**src/ssl_pkg.sv**
```systemverilog
// Package: constants and types of the serial last-bit and pin block
package ssl_pkg;
  // ---------------------------------------------------------------
  // Timing
  // ---------------------------------------------------------------
  localparam int SSL_CLK_HZ = 100000000;
  // Internal transfer clock divider count after reset; the half period is one system cycle more
  localparam logic [7:0] SSL_DIV_RESET = 8'h04;
  localparam logic [3:0] SSL_BITS_RESET = 4'h8;
  localparam logic SSL_LINE_IDLE = 1'b1;

  // ---------------------------------------------------------------
  // Transfer state machine
  // ---------------------------------------------------------------
  typedef enum logic [3:0] {
    SSL_IDLE = 4'b0001,
    SSL_SHIFT = 4'b0010,
    SSL_HOLD = 4'b0100,
    SSL_DONE = 4'b1000
  } ssl_state_e;
endpackage

```
**src/ssl_sync_if.sv**
```systemverilog
// Interface: synchronised pin levels passed to the main module
`timescale 1ns/1ns
interface ssl_sync_if;
  logic clk_lvl;
  logic din_lvl;
  logic dout_lvl;
  modport src (output clk_lvl, output din_lvl, output dout_lvl);
  modport dst (input clk_lvl, input din_lvl, input dout_lvl);
endinterface

```
**src/ssl_sync.sv**
```systemverilog
// Two-flop synchronisers for the three serial pins
`timescale 1ns/1ns
module ssl_sync (
  input wire logic clk_in,
  input wire logic nrst_in,
  input wire logic clk_pin_in,
  input wire logic din_pin_in,
  input wire logic dout_pin_in,
  ssl_sync_if.src sync
);
  logic [2:0] meta;
  logic [2:0] stable;

  always_ff @(posedge clk_in) begin
    if (!nrst_in) begin
      meta <= 3'h7;
      stable <= 3'h7;
    end else begin
      meta <= {clk_pin_in, din_pin_in, dout_pin_in};
      stable <= meta;
    end
  end

  assign sync.clk_lvl = stable[2];
  assign sync.din_lvl = stable[1];
  assign sync.dout_lvl = stable[0];
endmodule

```
**src/ssl_top.sv**
```systemverilog
// Serial shift core: last-bit hold, edge select and three-wire pin setup
// What this block does
// - Drive output high after last-bit hold.
// - Hold last bit one/half-plus bit period.
// - Internal clock sets slave last-bit hold.
// - Sample on edge opposite to shift edge.
// - Transmit-only: data out, input forced one.
// - Receive-only: out pin port, in serial.
// - Full duplex: both data pins serve serial.
// - Edge select picks shift/sample edges.
// - Master select; internal clock makes completion flag.
// - Input select: dedicated pin or out pin.
`timescale 1ns/1ns
module ssl_top #(
  parameter int BITS_W = 4
) (
  input wire logic clk_in,
  input wire logic nrst_in,
  input wire logic start_in,
  input wire logic [7:0] tx_data_in,
  input wire logic [BITS_W-1:0] bit_count_in,
  input wire logic [7:0] clock_divider_in,
  input wire logic edge_select_in,
  input wire logic clock_master_select_in,
  input wire logic input_pin_select_in,
  input wire logic data_out_function_select_in,
  input wire logic data_in_function_select_in,
  input wire logic clock_pin_function_select_in,
  input wire logic data_out_drive_type_in,
  input wire logic clock_drive_type_in,
  input wire logic port_data_out_in,
  input wire logic serial_clock_pin_in,
  input wire logic serial_data_in_pin_in,
  input wire logic serial_data_out_pin_in,
  output logic serial_clock_pin_out,
  output logic serial_clock_pin_oe_n_out,
  output logic serial_data_out_pin_out,
  output logic serial_data_out_pin_oe_n_out,
  output logic [7:0] rx_data_out,
  output logic busy_out,
  output logic transfer_complete_irq_out
);
  import ssl_pkg::*;

  // ---------------------------------------------------------------
  // Pin synchronisers
  // ---------------------------------------------------------------
  ssl_sync_if sync ();
  ssl_sync u_sync (
    .clk_in(clk_in),
    .nrst_in(nrst_in),
    .clk_pin_in(serial_clock_pin_in),
    .din_pin_in(serial_data_in_pin_in),
    .dout_pin_in(serial_data_out_pin_in),
    .sync(sync)
  );

  // ---------------------------------------------------------------
  // State
  // ---------------------------------------------------------------
  ssl_state_e state;
  logic [7:0] div_cnt;
  logic int_clk;
  logic int_clk_d;
  logic ext_clk_d;
  logic [BITS_W-1:0] bits_left;
  logic [7:0] shreg;
  logic tx_bit;
  logic half_seen;

  // ---------------------------------------------------------------
  // Decoding
  // ---------------------------------------------------------------
  wire div_tick = (div_cnt == 8'h00);
  // Internal clock always runs while busy, it times the completion flag
  // master select clock
  wire sel_clk = clock_master_select_in ? int_clk : sync.clk_lvl;
  wire sel_clk_d = clock_master_select_in ? int_clk_d : ext_clk_d;
  wire rise = sel_clk & ~sel_clk_d;
  wire fall = ~sel_clk & sel_clk_d;
  wire shift_edge = edge_select_in ? rise : fall;
  wire sample_edge = edge_select_in ? fall : rise;
  wire raw_rx = input_pin_select_in ? sync.dout_lvl : sync.din_lvl;
  wire rx_bit = data_in_function_select_in ? raw_rx : 1'b1;
  wire int_fall = ~int_clk & int_clk_d;
  wire last_bit = (bits_left == '0);
  wire forced_reset = ~data_out_function_select_in & ~data_in_function_select_in;

  // ---------------------------------------------------------------
  // Internal transfer clock divider
  // ---------------------------------------------------------------
  always_ff @(posedge clk_in) begin
    if (!nrst_in) begin
      div_cnt <= SSL_DIV_RESET;
      int_clk <= 1'b1;
      int_clk_d <= 1'b1;
      ext_clk_d <= 1'b1;
    end else begin
      int_clk_d <= int_clk;
      ext_clk_d <= sync.clk_lvl;
      if (state == SSL_IDLE) begin
        div_cnt <= clock_divider_in;
        int_clk <= 1'b1;
      end else if (div_tick) begin
        div_cnt <= clock_divider_in;
        int_clk <= ~int_clk;
      end else begin
        div_cnt <= div_cnt - 8'h01;
      end
    end
  end

  // ---------------------------------------------------------------
  // Transfer sequencing
  // ---------------------------------------------------------------
  always_ff @(posedge clk_in) begin
    if (!nrst_in) begin
      state <= SSL_IDLE;
      bits_left <= '0;
      shreg <= 8'h00;
      tx_bit <= SSL_LINE_IDLE;
      half_seen <= 1'b0;
      rx_data_out <= 8'h00;
      busy_out <= 1'b0;
      transfer_complete_irq_out <= 1'b0;
    end else if (forced_reset) begin
      state <= SSL_IDLE;
      busy_out <= 1'b0;
      tx_bit <= SSL_LINE_IDLE;
      transfer_complete_irq_out <= 1'b0;
    end else begin
      transfer_complete_irq_out <= 1'b0;
      unique case (state)
        SSL_IDLE: begin
          if (start_in) begin
            shreg <= tx_data_in;
            bits_left <= bit_count_in - 1'b1;
            busy_out <= 1'b1;
            state <= SSL_SHIFT;
          end
        end
        SSL_SHIFT: begin
          if (shift_edge) begin
            tx_bit <= shreg[7];
          end
          if (sample_edge) begin
            shreg <= {shreg[6:0], rx_bit};
            if (last_bit) begin
              half_seen <= 1'b0;
              state <= SSL_HOLD;
            end else begin
              bits_left <= bits_left - 1'b1;
            end
          end
        end
        SSL_HOLD: begin
          // slave hold uses internal clock
          // Master: until next shift edge; slave: next internal falling edge
          if (clock_master_select_in ? shift_edge : int_fall) begin
            state <= SSL_DONE;
          end
        end
        SSL_DONE: begin
          tx_bit <= SSL_LINE_IDLE;
          rx_data_out <= shreg;
          busy_out <= 1'b0;
          transfer_complete_irq_out <= 1'b1;
          state <= SSL_IDLE;
        end
        default: state <= SSL_IDLE;
      endcase
    end
  end

  // ---------------------------------------------------------------
  // Pin drivers
  // ---------------------------------------------------------------
  always_ff @(posedge clk_in) begin
    if (!nrst_in) begin
      serial_clock_pin_out <= 1'b1;
      serial_clock_pin_oe_n_out <= 1'b1;
      serial_data_out_pin_out <= 1'b1;
      serial_data_out_pin_oe_n_out <= 1'b1;
    end else begin
      serial_clock_pin_out <= int_clk;
      serial_clock_pin_oe_n_out <= ~(clock_pin_function_select_in & clock_master_select_in)
                                   | (clock_drive_type_in & int_clk);
      if (data_out_function_select_in && !input_pin_select_in) begin
        serial_data_out_pin_out <= tx_bit;
        serial_data_out_pin_oe_n_out <= data_out_drive_type_in & tx_bit;
      end else begin
        serial_data_out_pin_out <= port_data_out_in;
        serial_data_out_pin_oe_n_out <= input_pin_select_in;
      end
    end
  end
endmodule

```
**config.mk**
```make
export PLATFORM = sky130hd
export DESIGN_NAME = ssl_top
export DESIGN_NICKNAME = d
export VERILOG_FILES = /design/src/ssl_pkg.sv /design/src/ssl_sync_if.sv /design/src/ssl_sync.sv /design/src/ssl_top.sv
export SDC_FILE = /design/constraint.sdc
export NUM_CORES = 1
export LEC_CHECK = 0
export BUFFER_PORTS_ARGS = -buffer_cell sky130_fd_sc_hd__buf_4
export CAP_MARGIN = 40
export CORE_MARGIN = 5
export CORE_UTILIZATION = 35
export DETAILED_ROUTE_END_ITERATION = 7
export HOLD_SLACK_MARGIN = 0.15
export PLACE_DENSITY = 0.59
export SYNTH_ARGS = -nofsm -noshare
export SYNTH_HDL_FRONTEND = slang
export SYNTH_SLANG_ARGS = --single-unit
```
**constraint.sdc**
```tcl
create_clock -name clk_in -period 5.5 [get_ports clk_in]
set_input_delay 0.275 -clock clk_in [delete_from_list [all_inputs] [get_ports clk_in]]
set_output_delay 0.275 -clock clk_in [all_outputs]
set_load 0.01 [all_outputs]
```
# Word-level counts from Yosys, hierarchy flattened
# Cells that the tools add are included.
# Widths: inputs -> output; s select.
# op_classes
mux	28
n_reduce_logical	15
add_sub_neg	3
bitwise_logic	16
n_eq_ne	10
# ops
op	count
$mux 8	4
$mux 4	7
$pmux 8 s2	1
$mux 1	12
$ne 2x2->1 const B	6
$pmux 4 s3	1
$logic_not 8->1	1
$not 1->1	8
$pmux 4 s2	1
$reduce_and 4->1	2
$sub 4x1->4 const B	2
$sub 8x1->8 const B	1
$and 1x1->1	7
$reduce_and 2->1	3
$reduce_bool 2->1	3
$reduce_and 5->1	1
$eq 4x1->1 const B	1
$eq 4x2->1 const B	1
$eq 4x3->1 const B	1
$eq 4x4->1 const B	1
$logic_not 4->1	1
$pmux 1 s2	2
$reduce_or 2->1	2
$logic_and 1x1->1	1
2 further kinds	2
# totals
reg_bits	47
output_inout_bits	14
inputBits	35
elab_cells	88

# Depth between registers and ports, before layout
# depth
ltp_word	7
ltp_mapped	8
ltp_nobuf	7

# By module
# Synthesis repeated with hierarchy kept, for this count alone.
# unflattened
hier_cells	233
area_unflattened_um2	2128.3
# by_module_without_submodules
module	seq_area_each_um2	n_inst	area_per_inst_um2	cells_per_inst
ssl_top	820.8	1	1970.6	221
ssl_sync	120.1	1	157.7	12

# Least setup slack after synthesis
# OpenSTA, ideal clock, no wires.
# synth_path
path_kind	flip-flop to flip-flop
from	reg state[3]
to	reg bits_left[2]
path_buffers	1
path_stages_with_launch	9
setup_slack_ns	3.495
t_required_ns	5.366
synth_period_minus_slack_ns	2.005
arrival_ns	1.871
setup_ns	0.134
cell_sequence	dfxtp_1 or4b_4 buf_2 mux2i_1 ha_1 inv_1 and3_1 o21ai_0 a31oi_1
# synth_via
elab_chain_len	3
elab_cells_between_ends	8
cone_classes	eq/ne: 5; mux: 1; reduce/logical: 2
# synth_rtl
item	line_no	text
start: declaration	ssl_top.sv:61	ssl_state_e state;
start signal: assignment	ssl_top.sv:118	state <= SSL_IDLE;
start signal: assignment	ssl_top.sv:127	state <= SSL_IDLE;
start signal: assignment	ssl_top.sv:139	state <= SSL_SHIFT;
$eq 4x2->1 / $eq 4x1->1 (equally long branches)	ssl_top.sv:133	unique case (state)
$ne 2x2->1 (no source line) / $reduce_bool 2->1 (equally long branches)	n/a	
$reduce_and 5->1 (no source line)	n/a	
end signal: assignment	ssl_top.sv:137	bits_left <= bit_count_in - 1'b1;
end signal: assignment	ssl_top.sv:152	bits_left <= bits_left - 1'b1;
end: declaration	ssl_top.sv:66	logic [BITS_W-1:0] bits_left;
# Several ways; a longest one is shown, not always the timed one.
# A chain may end at the register's enable or synchronous reset.

# Worst setup path in the final report
# layout_path
from	reg state[3]
to	reg shreg[5]
# layout_via
elab_chain_len	3
elab_cells_between_ends	7
cone_classes	eq/ne: 4; mux: 1; reduce/logical: 2
# layout_rtl
item	line_no	text
$eq 4x2->1 / $eq 4x1->1 (equally long branches)	ssl_top.sv:133	
$ne 2x2->1 (no source line) / $reduce_bool 2->1 (equally long branches)	n/a	
$reduce_and 4->1 (no source line)	n/a	
end signal: assignment	ssl_top.sv:136	shreg <= tx_data_in;
end signal: assignment	ssl_top.sv:147	shreg <= {shreg[6:0], rx_bit};
end: declaration	ssl_top.sv:67	logic [7:0] shreg;
# Several ways; a longest one is shown, not always the timed one.

==> impl_results.md <==
* CTS buffer count at 5
* Top cells by area, synth: dfxtp_1, mux2i_1, nor2_1
* # port buffers at 48
* Via count at 1815
* Initial antenna violation count at 0
* R2r startpoint: state[3]
* Routability cong. at around 0.75
* Drt via density at around 5.0
* First-pass GRT wire length at just under 8 mm
* Buf+Inv Stages, Crit Path at 0
* Largest net degree at the start of global routing at 26
* CTS H-tree depth at 2
* Area grow syn2layout at 27.3%
* Die Wd at 87.9 µm
* Mux share of post-synthesis cell area at under 10%
* Min-delay src: clock_pin_function_select_in
* # DRC at 0
* Setup violators final at 0
* Fin crit period at 2.26 ns
* Synth Area in XOR/XNOR at 2.47%
* First-iteration detailed-routing DRC count at 110
* Min-Delay Path Class: in -> reg
* Hold Vio Cnt, Final at 0
* Setup TNS at 0 ns
* Layout Cells excl Fill at 360
* Static Leakage at around 1.2 nW
* Worst Tran Pin Value at ~0.92 ns
* Core box area at about 5900 µm²
* Die area at ~7700 µm²
* Detailed Routing Iterations Pass 1 at 4
* Vias in the first global route at between 1500 and 2000
* CP top delay family: simple AND/OR/NAND/NOR gates
* Post-CTS sizing at 0
* Final Cycle Share at between 40% and 50%
* Final slew viol count at 0
* Worst EP required at approximately 5.7 ns
* Clock-pin slew on the worst setup and hold paths at 0.09 ns
* Fmax at ~440 MHz
* Crit-path cells: nor4b_4 -> nand3_2 -> a21oi_4 -> nor2_1 -> a311oi_2
* All-Layer GR Usage at 13.2%
* Synthesized instance count at 235
* Post-synth top area share at between 40% and 50%
* Worst path max stage delay at around 0.85 ns
* Worst slew margin at around 39%
* Clk buf depth at 2
* Remaining Overflow, GRT at 0
* Synth cell types at between 40 and 50
* Flops & latches, synth at 47
* Chip height at between 80 and 90 µm
* Mean Syn Cell Area at ~9.0 µm²
* RSZ-0062 raised after global routing: no
* Crit-path slowest cell: nor4b_4
* Post-synthesis compound-gate area fraction at roughly 15%
* Initial Util at 35.9%
* Worst Clk Skew at just over 0.009 ns
* Clock sinks at 47
* Final wirelength at 4.73 mm
* Peak supply drop at between 0.1 and 0.15 mV
* Max-Cap Viols at 0
* Post-DP HPWL at 3.51 mm
* Floorplan row count at 28
* N_diodes at 0
* Crit path DAT at ~2.5 ns
* Power Dens Cells at around 280 nW/µm²
* CTS tree: yes
* Post-synthesis adder-cell area fraction at approximately 1.2%
* Cell taking the most area after synthesis: dfxtp_1
* WHS at 0.169 ns
* Layout cells sized above 1 at 23.5%
* IO Count at 49
* WL/cell at roughly 13 µm
* Crit path kind: reg -> reg
* Routed Antenna Nets at 0
* Crit Path Max Fanout at 18
* Main combinational cell family by area after synthesis: simple AND/OR/NAND/NOR gates
* Worst setup margin at around 3.2 ns
* Later-pin clock latency in the skew report at ~0.3 ns
* DP Worst Slack at 3.24 ns
* Placed insts at roughly 350
* FILL cells at about 580
* Post-Synth Simple-Gate Area at between 20% and 30%
* Sequential element share of the synthesized area at approximately 44%
* Clock root buffer: clkbuf_8
* Synth Cell Area at about 2100 µm²
* Outcome: finished, final reports clean
* Setup crit start: state[3]
* Post-CTS setup buffers at 0
* Crit end category: flop
* Syn_nets at 272
* CP Launch Type: flop
* Nets at 321
* Yosys synthesis warning count at 0
[state kept, by name, summed over array words and instances (netlist names), 3 cells and up]
name	cells
bits_left	4
div_cnt	8
rx_data_out	8
shreg	8
state	4
u_sync.meta	3
u_sync.stable	3
[through the flow]
stage	cell area [µm²]	total power [mW]	util (%)
after floorplan	2130	0.458	-
after global placement	2530	0.497	42.8
after detailed placement	2560	0.500	43.2
after CTS	2710	0.763	45.7
after global routing	2710	0.794	45.7
final	2710	0.752	45.7
[worst paths after layout]
path / end / slack [ns] / cells after the start
max: shreg[5] / 3.24 / 5
min: serial_clock_pin_oe_n_out / 0.17 / 2
max reg2reg: shreg[5] / 3.24 / 5
min reg2reg: u_sync.stable[0] / 0.41 / 1
[final cells by class]
cell class,count,area [µm²],area share [%]
multi-input combinational,172,1110,41.1
inverter,5,18.8,0.694
clock buffer,5,68.8,2.54
sequential,47,941,34.8
tap,75,93.8,3.47
clock inverter,3,46.3,1.71
timing repair buffer,53,425,15.7
[synth_stat cells, drive strengths merged]
| library cell | n |
|---|---|
| nor3 | 5 |
| o211ai | 2 |
| a31oi | 3 |
| nor4b | 4 |
| buf | 5 |
| xor2 | 2 |
| inv | 4 |
| dfxtp | 47 |
| clkinv | 1 |
| o221ai | 1 |
| nor2 | 40 |
| xnor2 | 4 |
| nand2b | 12 |
| or4b | 2 |
| and3b | 1 |
| nand2 | 27 |
| a311o | 1 |
| a211o | 1 |
| nor4 | 1 |
| o21ai | 6 |
| and3 | 2 |
| a311oi | 9 |
| or4 | 1 |
| nand3b | 1 |
| nand3 | 6 |
| mux2i | 18 |
| clkbuf | 6 |
| o31ai | 3 |
| o22ai | 1 |
| a211oi | 5 |
| a21oi | 7 |
| nand4 | 1 |
| nor3b | 1 |
| a21boi | 1 |
| o21a | 1 |
| or3b | 1 |
| ha | 2 |
[layer usage]
metal	part of all wire, %	global-route usage, %	vias to the layer above	routed length (µm)
li1	-	-	933	-
met1	46	16.9	843	2200
met2	47	21.5	34	2240
met3	5.4	3.86	5	256
met4	0.97	4.18	0	46
met5	0	0	-	0
[kinds of logic after synthesis]
family / Yosys count
buffers and inverters: 16
xor gates and xnor gates: 6
DFF: 47
adders and majority gates: 2
AOI/OAI and AO/OA: 41
muxes: 18
and+or+nand+nor: 105
[worst register-to-register path: cells and delay by family, from the launching register on]
family             cells  cell delay, ns
DFF                    1            0.39
and+or+nand+nor        3            1.14
AOI/OAI and AO/OA      2            0.66
[power breakdown]
group          total (mW)  leakage, nW  internal (mW)  switching (mW)
clock network       0.260       0.0548          0.137           0.123
registers           0.378        0.386          0.361          0.0173
logic               0.114        0.730         0.0572          0.0570
total               0.752         1.17          0.555           0.197
[repair_timing]
action / 4_1_cts / 5_1_grt
setup endpoints to repair: 0 / 0
hold buffers: 3 / 0
endpoints found under the hold margin: 3 / 0
[cell usage in the layout (no fill, tap or decap), types with 2 or more instances in the layout]
cell and count:
xor2_1 2, a311oi_1 7, o21ai_0 6, a21oi_1 6, inv_1 4, o31ai_1 3, a211oi_1 5, nor3_1 5
mux2i_1 18, and3_1 2, nor4b_1 2, nand2b_1 12, dfxtp_1 47, a31oi_1 3, buf_4 49, nor2_1 40
xnor2_1 4, clkbuf_8 5, a311oi_2 2, nand2_1 27, ha_1 2, nand3_1 5, dlygate4sd3_1 3
Power figures use the tool's default switching activity.
